[config.mk]
export PLATFORM = sky130hd
export DESIGN_NAME = dcp_top
export DESIGN_NICKNAME = d
export VERILOG_FILES = /design/src/hdl/dcp_pkg.sv /design/src/hdl/dcp_watch_if.sv /design/src/hdl/dcp_top.sv /design/src/hdl/dcp_watch_clock_prescaler.sv
export SDC_FILE = /design/constraint.sdc
export NUM_CORES = 1
export LEC_CHECK = 0
export ABC_AREA = 1
export BUFFER_PORTS_ARGS = -buffer_cell sky130_fd_sc_hd__buf_4
export CORE_ASPECT_RATIO = 1.2
export CORE_UTILIZATION = 56
export CTS_CLUSTER_DIAMETER = 80
export DETAILED_ROUTE_END_ITERATION = 16
export GPL_ROUTABILITY_DRIVEN = 0
export MAX_ROUTING_LAYER = met4
export PLACE_DENSITY = 0.93
export SYNTH_ARGS = -nofsm -noshare
export SYNTH_HDL_FRONTEND = slang
export SYNTH_HIERARCHICAL = 1
export SYNTH_SLANG_ARGS = --single-unit
[constraint.sdc]
create_clock -name ref_clk -period 2.15 [get_ports ref_clk]
set_input_delay 0 -clock ref_clk [delete_from_list [all_inputs] [get_ports ref_clk]]
set_output_delay 0 -clock ref_clk [all_outputs]
set_load 0.01 [all_outputs]
[src/hdl/dcp_pkg.sv]
// constants, modes and widths shared by the dual prescaler block
package dcp_pkg;

    // ************************************************************
    // counter widths and dividers
    // ************************************************************
    localparam int SYS_CNT_W     = 13;                // system clock prescaler width
    localparam int WATCH_CNT_W   = 5;                 // watch clock prescaler width
    localparam int WATCH_PRE_W   = 2;                 // watch clock divided by four
    localparam int WATCH_TAP_W   = WATCH_CNT_W + WATCH_PRE_W + 1;
    localparam int MED_DIV       = 16;                // medium-speed input divider
    localparam int MED_DIV_W     = $clog2(MED_DIV);

    // ************************************************************
    // reset values
    // ************************************************************
    localparam logic [SYS_CNT_W-1:0]   SYS_CNT_RST   = 13'h0000;
    localparam logic [WATCH_CNT_W-1:0] WATCH_CNT_RST = 5'h00;
    localparam logic [WATCH_PRE_W-1:0] WATCH_PRE_RST = 2'h0;
    localparam logic [MED_DIV_W-1:0]   MED_DIV_RST   = 4'h0;

    // ************************************************************
    // timekeeping timer mode register fields
    // ************************************************************
    localparam int TMR_MODE_W    = 8;
    localparam int CLR_HI_POS    = 3;                 // watch_prescaler_clear_bit_hi
    localparam int CLR_LO_POS    = 2;                 // watch_prescaler_clear_bit_lo

    // ************************************************************
    // operating modes
    // ************************************************************
    typedef enum logic [2:0] {
        OPM_ACTIVE_HIGH = 3'h0,
        OPM_ACTIVE_MED  = 3'h1,
        OPM_SLEEP       = 3'h2,
        OPM_SUBACTIVE   = 3'h3,
        OPM_SUBSLEEP    = 3'h4,
        OPM_WATCH       = 3'h5,
        OPM_STANDBY     = 3'h6
    } dcp_op_mode_t;

    // system prescaler run state, gray along full -> medium -> halt
    typedef enum logic [1:0] {
        SYS_FULL = 2'h0,
        SYS_MED  = 2'h1,
        SYS_HALT = 2'h3
    } dcp_sys_state_t;

endpackage

[src/hdl/dcp_watch_if.sv]
// carrier between the top and the watch clock prescaler
`timescale 1ns/1ps
interface dcp_watch_if;
    import dcp_pkg::*;

    logic                   tick;   // rising edge of the watch clock
    logic                   level;  // raw watch clock level, sampled in the prescaler
    logic                   clr;    // clear request from the mode register
    logic [WATCH_TAP_W-1:0] taps;   // watch clock divided by 1 .. 128

    modport prov (input tick, input level, input clr, output taps);
    modport user (output tick, output level, output clr, input taps);
endinterface

[src/hdl/dcp_top.sv]
// dual prescaler top: system clock prescaler and watch prescaler hookup
`timescale 1ns/1ps
module dcp_top
    import dcp_pkg::*;
#(
    parameter int SYS_W = SYS_CNT_W
)(
    input  wire logic                   ref_clk,
    input  wire logic                   rst_n,
    input  wire dcp_op_mode_t           op_mode,
    input  wire logic                   watch_clk_in,
    input  wire logic                   subclk_present,
    input  wire logic                   tmr_mode_wr,
    input  wire logic [TMR_MODE_W-1:0]  tmr_mode_wdata,
    output wire logic [SYS_W-1:0]       sys_taps,
    output wire logic [WATCH_TAP_W-1:0] watch_taps
);

    // ************************************************************
    // reset synchroniser
    // ************************************************************
    logic [1:0] rst_sync_q;
    logic       rst_n_int;

    // release reset through two flops
    always_ff @(posedge ref_clk or negedge rst_n) begin
        if (!rst_n) begin
            rst_sync_q <= 2'h0;
        end else begin
            rst_sync_q <= {rst_sync_q[0], 1'b1};
        end
    end
    assign rst_n_int = rst_sync_q[1];

    // ************************************************************
    // system prescaler run state
    // ************************************************************
    dcp_sys_state_t state_q;
    dcp_sys_state_t state_d;

    // pick input rate from the operating mode
    always_comb begin
        case (op_mode)
            OPM_ACTIVE_HIGH: state_d = SYS_FULL;
            OPM_SLEEP:       state_d = SYS_FULL;
            OPM_ACTIVE_MED:  state_d = SYS_MED;
            default:         state_d = SYS_HALT;
        endcase
    end

    always_ff @(posedge ref_clk or negedge rst_n_int) begin
        if (!rst_n_int) begin
            state_q <= SYS_HALT; // no stray step when released in a halted mode
        end else begin
            state_q <= state_d;
        end
    end

    // ************************************************************
    // system clock prescaler
    // ************************************************************
    logic [MED_DIV_W-1:0] med_div_q;
    logic [MED_DIV_W-1:0] med_div_d;
    logic [SYS_W-1:0]     system_clock_prescaler_q;
    logic [SYS_W-1:0]     system_clock_prescaler_d;

    // next count for the chosen rate
    always_comb begin
        med_div_d                = MED_DIV_RST;
        system_clock_prescaler_d = system_clock_prescaler_q;
        case (state_q)
            SYS_FULL: begin
                system_clock_prescaler_d = system_clock_prescaler_q + SYS_W'(1);
            end
            SYS_MED: begin
                med_div_d = med_div_q + MED_DIV_W'(1);
                if (med_div_q == MED_DIV_W'(MED_DIV - 1)) begin
                    system_clock_prescaler_d = system_clock_prescaler_q + SYS_W'(1);
                end
            end
            default: begin
                system_clock_prescaler_d = SYS_W'(0);
            end
        endcase
    end

    always_ff @(posedge ref_clk or negedge rst_n_int) begin
        if (!rst_n_int) begin
            med_div_q                <= MED_DIV_RST;
            system_clock_prescaler_q <= SYS_W'(0);
        end else begin
            med_div_q                <= med_div_d;
            system_clock_prescaler_q <= system_clock_prescaler_d;
        end
    end

    // bit k is system clock over 2^(k+1); one shared tap bus
    // count leaves only as taps, no read path
    assign sys_taps = system_clock_prescaler_q;

    // ************************************************************
    // watch clock edge detect and clear decode
    // ************************************************************
    logic        wclk_q;
    logic        wclk_d;
    dcp_watch_if wif ();

    always_comb begin
        wclk_d = watch_clk_in;
    end

    always_ff @(posedge ref_clk or negedge rst_n_int) begin
        if (!rst_n_int) begin
            wclk_q <= 1'b0;
        end else begin
            wclk_q <= wclk_d;
        end
    end

    // counts in every mode while subclock present
    assign wif.tick  = subclk_present & watch_clk_in & ~wclk_q;
    assign wif.level = watch_clk_in;
    // both clear bits written as ones
    assign wif.clr   = tmr_mode_wr & tmr_mode_wdata[CLR_HI_POS] & tmr_mode_wdata[CLR_LO_POS];

    dcp_watch_clock_prescaler u_watch (
        .clk   (ref_clk),
        .rst_n (rst_n_int),
        .wif   (wif.prov)
    );

    // watch clock over 1 .. 128
    assign watch_taps = wif.taps;

endmodule

[src/hdl/dcp_watch_clock_prescaler.sv]
// watch clock prescaler: divide by four, then a 5-bit counter
`timescale 1ns/1ps
module dcp_watch_clock_prescaler
    import dcp_pkg::*;
(
    input wire logic   clk,
    input wire logic   rst_n,
    dcp_watch_if.prov  wif
);

    logic [WATCH_PRE_W-1:0] pre_q;
    logic [WATCH_PRE_W-1:0] pre_d;
    logic [WATCH_CNT_W-1:0] watch_clock_prescaler_q;
    logic [WATCH_CNT_W-1:0] watch_clock_prescaler_d;
    logic                   lvl_q;
    logic                   lvl_d;

    // ************************************************************
    // next state
    // ************************************************************
    always_comb begin
        pre_d                   = pre_q;
        watch_clock_prescaler_d = watch_clock_prescaler_q;
        lvl_d                   = wif.level;
        if (wif.clr) begin
            pre_d                   = WATCH_PRE_RST;
            watch_clock_prescaler_d = WATCH_CNT_RST;
        end else if (wif.tick) begin
            pre_d = pre_q + WATCH_PRE_W'(1);
            if (pre_q == {WATCH_PRE_W{1'b1}}) begin
                watch_clock_prescaler_d = watch_clock_prescaler_q + WATCH_CNT_W'(1);
            end
        end
    end

    // ************************************************************
    // registers
    // ************************************************************
    // cleared on reset
    always_ff @(posedge clk or negedge rst_n) begin
        if (!rst_n) begin
            pre_q                   <= WATCH_PRE_RST;
            watch_clock_prescaler_q <= WATCH_CNT_RST;
            lvl_q                   <= 1'b0;
        end else begin
            pre_q                   <= pre_d;
            watch_clock_prescaler_q <= watch_clock_prescaler_d;
            lvl_q                   <= lvl_d;
        end
    end

    assign wif.taps = {watch_clock_prescaler_q, pre_q, lvl_q};

endmodule

* Word level (Yosys, flattened, before mapping)
Cells that the tools add are included.
Storage, ports and cells: flip-flop bits (word level) 29, logic and storage cells 37, input bits 16
Cells by class: muxes and demuxes 9, eq/ne operators 6, reductions and logical operators 6, bitwise gates (word level) 5, $add $sub $neg 4
Operator list (count):
- 13-bit case mux with 2 select lines | 1
- 5-bit two-way mux | 3
- 13-bit by 1-bit adder with 13-bit output, second input constant | 1
- 13-bit two-way mux | 1
- 5-bit by 1-bit adder with 5-bit output, second input constant | 1
- 4-bit by 1-bit adder with 4-bit output, second input constant | 1
- 1-bit bitwise AND | 4
- 4-bit == test, second input constant | 1
- 2-bit two-way mux | 2
- 4-bit two-way mux | 1
- 2-bit case mux with 2 select lines | 1
- 2-bit nonzero test | 2
- 3-bit by 1-bit == test with 1-bit output, second input constant | 1
- 3-bit by 2-bit == test with 1-bit output, second input constant | 1
- 3-bit logical NOT | 1
- 2-bit by 1-bit adder with 2-bit output, second input constant | 1
- 2-bit by 1-bit == test with 1-bit output, second input constant | 1
- 2-bit == test, second input constant | 1
- 2-bit logical NOT | 1
- 2-bit inequality test, second input constant | 1
- 2-bit AND reduction | 1
- 2-bit OR reduction | 1
- 1-bit inverter | 1

* Longest topological paths before layout
Gate-level depths: netlist of run 1.
word-level depth 4, depth in mapped cells 8

* By module
The synthesis of run 1 kept the hierarchy.
By module, submodules not included:
- dcp_top | instances 1, cells each 129, seq. area each 553.0 um^2, area each 1064.8 um^2
- dcp_watch_clock_prescaler | instances 1, cells each 42, seq. area each 200.2 um^2, area each 379.1 um^2

* Worst setup path after synthesis of run 1
No wires, ideal clock.
path kind reg-to-reg, start reg system_clock_prescaler_q[0] (netlist: sys_taps[0]), end reg system_clock_prescaler_q[6] (netlist: sys_taps[6]), path buffers 0, stages on the path, launching flop included 7, setup slack 0.901 ns, setup time 0.123 ns, required time 2.027 ns, arrival time 1.126 ns, clock period less this slack 1.249 ns, cell sequence dfrtp_1 > ha_1 > nand3_1 > nor2_2 > nand2_1 > o21ai_0 > a21oi_1
On the way: cells in the longest elaborated chain, start to end 3
Ends and longest elaborated chain:
- start, declared | line dcp_top.sv:64 | logic [SYS_W-1:0] system_clock_prescaler_q;
- start signal, assigned | line dcp_top.sv:93 | system_clock_prescaler_q <= system_clock_prescaler_d;
- 13-bit by 1-bit adder with 13-bit output (*) | line dcp_top.sv:73, dcp_top.sv:78
- 13-bit two-way mux | line dcp_top.sv:77 | if (med_div_q == MED_DIV_W'(MED_DIV - 1)) begin
- 13-bit case mux with 2 select lines (*) | line dcp_top.sv:71 | case (state_q)
Mark *: on every way between the ends. The rest lies on a longest branch, timed or not. The select of a mux whose other input is x is not followed. A chain may end at the register's enable or synchronous reset.

* Final worst setup path of run 1
start reg med_div_q[0], end reg system_clock_prescaler_q[2] (netlist: sys_taps[2])
On the way: cells in the longest elaborated chain, start to end 2
Ends and longest elaborated chain:
- start, declared | line dcp_top.sv:62 | logic [MED_DIV_W-1:0] med_div_q;
- start signal, assigned | line dcp_top.sv:92 | med_div_q <= med_div_d;
- 4-bit == test | line dcp_top.sv:77
- 2-bit inequality test (no source line)
Every way passes these cells.

==> results_dict.tcl, run 1 <==
set metrics [dict create \
    drcViolationCount 0 \
    synthToLayoutAreaGrowth_pct 25.4 \
    vias 1225 \
    ys_top_cells_by_area "dfrtp_1 49%, nand2_1 8.3%, nor2_1 6.5%" \
    regToRegEndpoint "sys_taps[2]" \
    clkSinkCount 30 \
    synth_async_sr_flop_share_pct 100 \
    synth_top_area_share_pct 48.5 \
    grt_max_degree 29 \
    max-vdd-ir-drop_mv 0.540 \
    cts_inserted_buffers 5 \
    worstPathRequired_ns 2.36 \
    ys.flop_type "dfrtp_1" \
    p_sw_mw 0.306 \
    fmax_ghz 0.680 \
    drive_gt1_share_pct 22.5 \
    initial_core_util_pct 61.4 \
    power.density_nw_per_um2 631 \
    synth_fp_nets 191 \
    outcome "completed" \
    dp_cells 230 \
    grt.total_usage_pct 23.5 \
    arrival_ns 1.68 \
    final_cell_mix "32 x nand2_1, 31 x buf_4, 28 x dfrtp_1" \
    internal_power_mw 0.837 \
    routed_wl_um 2800 \
    fillerInstances 167 \
    die_y_um 57.6 \
    worstSetupPathType "reg -> reg" \
    final_common_cell "nand2_1" \
    p_leak_nw 0.902 \
    cp_max_fo 14 \
    seq_area_frac_synth_pct 52.2 \
    endpoint "sys_taps[2]" \
    end_kind "flop" \
    ys_ff_latch 30 \
    final_max_slew_viol_count 0 \
    rows 19 \
    synth-edff-count 0 \
    stdcell_count 244 \
    grt_antenna_before_repair 0 \
    grt_pass1_wl_um 4640 \
    setup_tns_ns 0 \
    wire_per_inst_um 11.5 \
    root_buffer "clkbuf_4" \
    core_um2 2350 \
    yosys_warnings 6 \
    nets 233 \
    p_clk_share_pct 29.6 \
    die_area_um2 2790 \
    n_antenna_cell 0 \
    reg2reg_depth 6 \
    synth.distinct_cells 23 \
    p_sw_share_pct 26.8 \
    hold_path.class "in -> reg" \
    startpoint_type "flop" \
    clk_pin_slew_ns 0.08 \
    fp.dieW_um 48.4 \
    grt_pass1_vias 1143 \
    min_period_ns 1.47 \
    synth_top_cell_by_area "dfrtp_1" \
    ios 37 \
    finClkSkew_ns 0.0179 \
    finalHoldViolCount 0 \
    tritoncts "done" \
    cts-resized-gates 0 \
    r2r_start "med_div_q[0]" \
    synth_area_per_cell_um2 8.44 \
    drtIter0Drc 32 \
    finalCritPeriodShare_pct 68.4 \
    viasPerCell 5.02 \
    firstDrtPassIters 4 \
    clockBufferDepth 2 \
    rrSetupSlack_ns 0.68 \
    grt_overflow 0 \
    io_buffers 30 \
    setup_viol 0 \
    netlist_instances 171 \
    htreeDepth 2 \
    p_seq_share_pct 55.1 \
    cts_setup_buffers 0 \
    dp.final_hpwl_um 1990 \
    insertion_delay_ns 0.34 \
    rsz0062_at_grt "false" \
    power_frac_comb_pct 15.2 \
    hp-start "tmr_mode_wdata[3]" \
    critPathLaunch "med_div_q[0]" \
    synthesis.area_um2 1440 \
    ant_nets 0 \
    cap_violations 0 \
]
repair_timing:
item                       CTS  global route
hold buffers                 7             0
setup endpoints to repair    0             0
hold endpoints to repair     6             0
state kept, by name, summed over array words and instances (netlist names):
| register | cells |
|---|---|
| med_div_q | 4 |
| rst_sync_q | 2 |
| state_q | 2 |
| sys_taps | 13 |
| u_watch/lvl_q | 1 |
| u_watch/pre_q | 2 |
| u_watch/watch_clock_prescaler_q | 5 |
| wclk_q | 1 |
per-stage QoR:
| step | power, mW | setup slack [ns] | cell area [µm²] | util (%) | hold slack (ns) |
|---|---|---|---|---|---|
| after global routing | 1.20 | 0.575 | 1810 | 76.9 | 0.0443 |
| after floorplan | 0.735 | 0.901 | 1440 | - | -0.296 |
| after detailed placement | 0.806 | 0.722 | 1690 | 71.6 | -0.215 |
| after CTS | 1.15 | 0.668 | 1810 | 76.9 | 0.0351 |
| final | 1.14 | 0.680 | 1810 | 76.9 | 0.0450 |
| after global placement | 0.793 | 0.821 | 1690 | 71.6 | -0.217 |
critical path, stage by stage (launching register included):
cell and delay, ns:
dfrtp_1 0.39, ha_1 0.19, nand3_1 0.09, nand2_2 0.23, nand2_1 0.13, o21ai_0 0.24, a21oi_1 0.07
how the worst min path moves through the flow:
stage                                              end  slack (ns)  cells past startpoint
global placement                         rst_sync_q[1]       -0.22                      1
CTS                 u_watch/watch_clock_prescaler_q[0]        0.04                      3
floorplan                                rst_sync_q[0]       -0.30                      0
detailed placement                       rst_sync_q[0]       -0.22                      1
global route        u_watch/watch_clock_prescaler_q[0]        0.04                      3
finish              u_watch/watch_clock_prescaler_q[0]        0.04                      3
area by class of cell:
| cell class | count | area (µm²) | area share [%] |
|---|---|---|---|
| clock buffers | 7 | 55.1 | 3.04 |
| inverters | 24 | 90.1 | 4.98 |
| multi-input cells | 114 | 571 | 31.5 |
| flip-flops and latches | 30 | 753 | 41.6 |
| well taps | 31 | 38.8 | 2.14 |
| repair buffers | 38 | 303 | 16.7 |
routing by layer:
metal,track usage (%),wire [µm],vias to the layer above,part of all wire (%)
met5,-,0,-,0
met4,11.3,48,0,1.7
met3,9.19,138,5,4.9
met2,40.4,1490,25,53
met1,23.3,1120,576,40
li1,-,-,619,-
kinds of logic after synthesis:
group / after synthesis / share of synthesized area (%)
fa+ha+maj: 4 / 3.47
flops: 30 / 52.2
simple gates: 84 / 25.7
compound gates: 21 / 7.63
other cells: 1 / 0.260
buf+inv: 27 / 8.32
xor+xnor: 4 / 2.43
cells in the mapped netlist, types with 2 or more instances:
| library cell | n |
|---|---|
| nand2_1 | 32 |
| dfrtp_1 | 28 |
| nor2_1 | 25 |
| inv_1 | 24 |
| nand3_1 | 16 |
| a21oi_1 | 9 |
| o21ai_0 | 8 |
| ha_1 | 4 |
| nor2_2 | 4 |
| nand2_2 | 3 |
| buf_6 | 2 |
| dfstp_2 | 2 |
| o21ai_1 | 2 |
| xnor2_1 | 2 |
| xor2_1 | 2 |
power by group through the flow:
stage / registers, mW / clock network [mW] / logic, mW
after floorplan: 0.655 / 0 / 0.0803
after global routing: 0.635 / 0.371 / 0.197
after detailed placement: 0.642 / 0 / 0.164
after CTS: 0.631 / 0.348 / 0.176
final: 0.630 / 0.339 / 0.174
after global placement: 0.638 / 0 / 0.155
Power figures use the tool's default switching activity.
==> run 2, diff against run 1 <==
--- a/config.mk
+++ b/config.mk
@@ -8,12 +8,12 @@
 export ABC_AREA = 1
 export BUFFER_PORTS_ARGS = -buffer_cell sky130_fd_sc_hd__buf_4
 export CORE_ASPECT_RATIO = 1.2
-export CORE_UTILIZATION = 56
+export CORE_UTILIZATION = 52
 export CTS_CLUSTER_DIAMETER = 80
 export DETAILED_ROUTE_END_ITERATION = 16
 export GPL_ROUTABILITY_DRIVEN = 0
 export MAX_ROUTING_LAYER = met4
-export PLACE_DENSITY = 0.93
+export PLACE_DENSITY = 0.88
 export SYNTH_ARGS = -nofsm -noshare
 export SYNTH_HDL_FRONTEND = slang
 export SYNTH_HIERARCHICAL = 1
==> constraint.sdc (replaced) <==
create_clock -name ref_clk -period 1.45 [get_ports ref_clk]
set_input_delay 0 -clock ref_clk [delete_from_list [all_inputs] [get_ports ref_clk]]
set_output_delay 0 -clock ref_clk [all_outputs]
set_load 0.01 [all_outputs]
==> run 2 against run 1 <==
Compared with the run above: fmax is 10% higher; critical path depth increased by 2; combinational power is 60% higher; first-iteration DRC count increased by 56%; final cell count grew 3.3%; core utilization fell by 3.9 points; count of clock-buffer cells in the layout down 2; sequential power rose by 47%.
==> results_dict.tcl, run 2 (same netlist as run 1, synthesis figures left out) <==
set metrics [dict create \
    fp.dieW_um 50.1 \
    cp_max_fo 11 \
    setup_tns_ns 0 \
    drtIter0Drc 50 \
    p_leak_nw 0.940 \
    whs_path_depth 3 \
    final_common_cell "buf_4" \
    cp_num_cells 8 \
    routed_wl_um 2690 \
    wl_met1_um 1120 \
    grt_antenna_before_repair 0 \
    nets 238 \
    grt.total_usage_pct 22.1 \
    finalCritPeriodShare_pct 91.9 \
    hp-start "tmr_mode_wdata[3]" \
    top_layer "met4" \
    reg2reg_depth 8 \
    synthToLayoutAreaGrowth_pct 30.4 \
    clk_pin_slew_ns 0.10 \
    hold_path.class "in -> reg" \
    final_max_slew_viol_count 0 \
    outcome "completed" \
    fin_total_pwr_mw 1.85 \
    arrival_ns 1.57 \
    worst-path-buf-inv 1 \
    clkSinkCount 30 \
    final_cell_mix "36 x buf_4, 32 x nand2_1, 28 x dfrtp_1" \
    max-vdd-ir-drop_mv 0.745 \
    cts_inserted_buffers 5 \
    grt_pass1_wl_um 4620 \
    vias 1248 \
    n_antenna_cell 0 \
    hold_slack_ns 0.0275 \
    rows 20 \
    die_area_um2 2990 \
    wl_met3_um 136 \
    dp_cells 233 \
    fmax_ghz 0.751 \
    largest_reg_flops 13 \
    worstSetupPathType "reg -> reg" \
    core_um2 2580 \
    end_kind "flop" \
    wl_met2_um 1380 \
    cp_slowest_cell "dfrtp_1" \
    finalHoldViolCount 0 \
    insertion_delay_ns 0.33 \
    multiInputGateArea_um2 581 \
    cap_violations 0 \
    grt_overflow 0 \
    min_period_ns 1.33 \
    wire_per_inst_um 10.7 \
    dp.final_hpwl_um 1810 \
    die_y_um 59.7 \
    ios 37 \
    tritoncts "done" \
    layout_setup_ws_ns 0.118 \
    clockBufferDepth 2 \
    grt_pass1_vias 1106 \
    firstDrtPassIters 4 \
    place_ws_ns 0.0739 \
    power.density_nw_per_um2 984 \
    r2r_start "med_div_q[0]" \
    initial_core_util_pct 56.0 \
    drive_gt1_share_pct 25.1 \
    critPathLaunch "med_div_q[0]" \
    crit_path_frequent_cell "nand2_1" \
    grt_max_degree 29 \
    cpPeakStageDelay_ns 0.40 \
    startpoint_type "flop" \
    finClkSkew_ns 0.00725 \
    fillerInstances 186 \
    htreeDepth 2 \
    drcViolationCount 0 \
    setup_viol 0 \
    viasPerCell 4.95 \
    path_cells "ha_1 > nand3_1 > nand2_4 > buf_4 > nand3_2 > nand2_1 > nand2_1 > nor2_1" \
    root_buffer "clkbuf_4" \
    critPathTopFamily "simple AND/OR/NAND/NOR gates" \
    regArea_um2 753 \
    ant_nets 0 \
    stdcell_count 252 \
    worstPathRequired_ns 1.69 \
    io_buffers 30 \
]
-- run 2: worst paths after layout --
path	slack, ns	to
setup reg to reg	0.12	sys_taps[9]
hold reg to reg	0.24	sys_taps[5]
hold / removal	0.03	u_watch/watch_clock_prescaler_q[2]
max in group asynchronous	0.81	rst_sync_q[1]
min in group asynchronous	0.24	sys_taps[5]
setup / recovery	0.12	sys_taps[9]
-- run 2: final cells by class --
type	count	share of cell area [%]
Sequential cell	30	40.0
Multi-Input combinational cell	114	30.8
Timing Repair Buffer	43	18.1
Inverter	24	4.78
Tap cell	33	2.19
Clock inverter	3	2.13
Clock buffer	5	1.99
-- run 2: through the flow --
step                instance area, µm²  util, %
detailed placement                1700     65.8
CTS                               1840     71.5
floorplan                         1440        -
global placement                  1700     65.8
global route                      1880     73.1
finish                            1880     73.1
-- run 2: routing by layer --
layer | vias to the layer above | track usage, %
met5 | - | -
met4 | 0 | 10.6
met3 | 5 | 7.63
met2 | 31 | 34.7
met1 | 585 | 25.4
li1 | 627 | -
-- run 2: power by group --
group / switching (mW) / leakage (nW) / internal, mW
registers: 0.0388 / 0.396 / 0.888
clock network: 0.293 / 0.0450 / 0.357
logic: 0.138 / 0.499 / 0.140
total: 0.469 / 0.940 / 1.38
-- run 2: worst register-to-register path, stage by stage, from the launching register on --
cell and delay [ns]:
dfrtp_1 0.40, ha_1 0.23, nand3_1 0.12, nand2_4 0.11, buf_4 0.16, nand3_2 0.07
nand2_1 0.05, nand2_1 0.05, nor2_1 0.04
-- run 2: timing repair --
item                                    4_1_cts  5_1_grt
gates resized for setup                       0        3
hold buffers                                  7        0
endpoints found under the setup margin        0        6
endpoints found under the hold margin         6        0
buffers inserted                              0        4
==> run 3, diff against run 2 <==
--- a/config.mk
+++ b/config.mk
@@ -13,7 +13,7 @@
 export DETAILED_ROUTE_END_ITERATION = 16
 export GPL_ROUTABILITY_DRIVEN = 0
 export MAX_ROUTING_LAYER = met4
-export PLACE_DENSITY = 0.88
+export PLACE_DENSITY = 0.89
 export SYNTH_ARGS = -nofsm -noshare
 export SYNTH_HDL_FRONTEND = slang
 export SYNTH_HIERARCHICAL = 1
==> run 3 against run 2 <==
Compared with the run above: die area stayed put; final cell count fell by 1.2%; hold slack improved by 0.040 ns; power fell by 12%; count of clock-buffer cells in the layout rose by 2; first-iteration DRC count shrank 26%; fmax is 1.7% higher; sequential power about the same; critical path type unchanged.
==> results_dict.tcl, run 3 (same netlist as run 1, synthesis figures left out) <==
set metrics [dict create \
    final_max_slew_viol_count 0 \
    drtIter0Drc 37 \
    vias 1272 \
    outcome "completed" \
    worstSetupPathType "reg -> reg" \
    io_buffers 30 \
    final_common_cell "buf_4" \
    ios 37 \
    setup_tns_ns 0 \
    startpoint_type "flop" \
    cap_violations 0 \
    insertion_delay_ns 0.32 \
    n_antenna_cell 0 \
    cp_max_fo 7 \
    layout_setup_ws_ns 0.140 \
    stdcell_count 249 \
    finalHoldViolCount 0 \
    rows 20 \
    firstDrtPassIters 4 \
    rsz0062_at_grt "false" \
    place_ws_ns 0.0752 \
    worstPathRequired_ns 1.67 \
    synthToLayoutAreaGrowth_pct 27.4 \
    final_cell_area_um2 1840 \
    routed_wl_um 2810 \
    die_area_um2 2990 \
    fin_total_pwr_mw 1.64 \
    drive_gt1_share_pct 23.6 \
    arrival_ns 1.53 \
    fp.dieW_um 50.1 \
    dp_cells 234 \
    nets 236 \
    largest_reg_flops 13 \
    final_cell_mix "33 x buf_4, 32 x nand2_1, 28 x dfrtp_1" \
    setup_viol 0 \
    wire_per_inst_um 11.3 \
    min_period_ns 1.31 \
    grt_pass1_vias 1145 \
    grt_pass1_wl_um 4670 \
    htreeDepth 2 \
    grt.total_usage_pct 22.2 \
    ant_nets 0 \
    cts_inserted_buffers 5 \
    place_area_um2 1700 \
    clk_pin_slew_ns 0.09 \
    initial_core_util_pct 56.0 \
    finClkSkew_ns 0.00692 \
    root_buffer "clkbuf_4" \
    p_leak_nw 0.910 \
    hold_slack_ns 0.0675 \
    tritoncts "done" \
    dp.final_hpwl_um 1970 \
    cts_setup_buffers 0 \
    grt_overflow 0 \
    max-vdd-ir-drop_mv 0.746 \
    whs_path_depth 3 \
    final_core_util_pct 71.4 \
    core_um2 2580 \
    finalCritPeriodShare_pct 90.3 \
    viasPerCell 5.11 \
    hold_path.class "in -> reg" \
    die_y_um 59.7 \
    reg2reg_depth 8 \
    drcViolationCount 0 \
    grt_max_degree 18 \
    end_kind "flop" \
    clockBufferDepth 2 \
    clkSinkCount 30 \
    fmax_ghz 0.763 \
    power.density_nw_per_um2 892 \
    grt_antenna_before_repair 0 \
]
-- run 3: area by class of cell --
class	instances	area (µm²)
Timing Repair Buffer	40	318
Sequential cell	30	753
Clock buffer	7	45.0
Tap cell	33	41.3
Fill cell	209	738
Inverter	24	90.1
Multi-Input combinational cell	115	592
-- run 3: path summary, 6_finish.rpt --
check / from / endpoint / slack (ns)
min reg2reg: rst_sync_q[1] / sys_taps[5] / 0.18
min in group asynchronous: rst_sync_q[1] / sys_taps[5] / 0.18
max reg2reg: med_div_q[0] / sys_taps[11] / 0.14
min: tmr_mode_wdata[3] / u_watch/watch_clock_prescaler_q[2] / 0.07
max in group asynchronous: rst_n / rst_sync_q[1] / 0.80
max: med_div_q[0] / sys_taps[11] / 0.14
-- run 3: timing repair --
| item | CTS | global route |
|---|---|---|
| resized for setup | 0 | 4 |
| setup endpoints to repair | 0 | 6 |
| hold buffers | 7 | 0 |
| hold endpoints to repair | 6 | 0 |
-- run 3: critical path, cell delays in order, from the launching register on --
cell and delay, ns:
dfrtp_1 0.39, ha_1 0.21, nand3_2 0.12, nand2_4 0.14
nand2_1 0.11, nor2_2 0.10, nand2_1 0.06, nand2_1 0.05
nor2_1 0.04
-- run 3: per-layer routing --
layer / track usage [%] / vias up / share of wire [%]
met5: - / - / 0
met4: 10.2 / 0 / 1.3
li1: - / 626 / -
met3: 6.87 / 4 / 3.8
met2: 37.0 / 35 / 55
met1: 24.1 / 607 / 40
-- run 3: where the power goes --
group	switching, mW	internal (mW)	total, mW
Sequential	0.0412	0.888	0.929
Combinational	0.141	0.133	0.273
Clock	0.255	0.182	0.437
Total	0.437	1.20	1.64
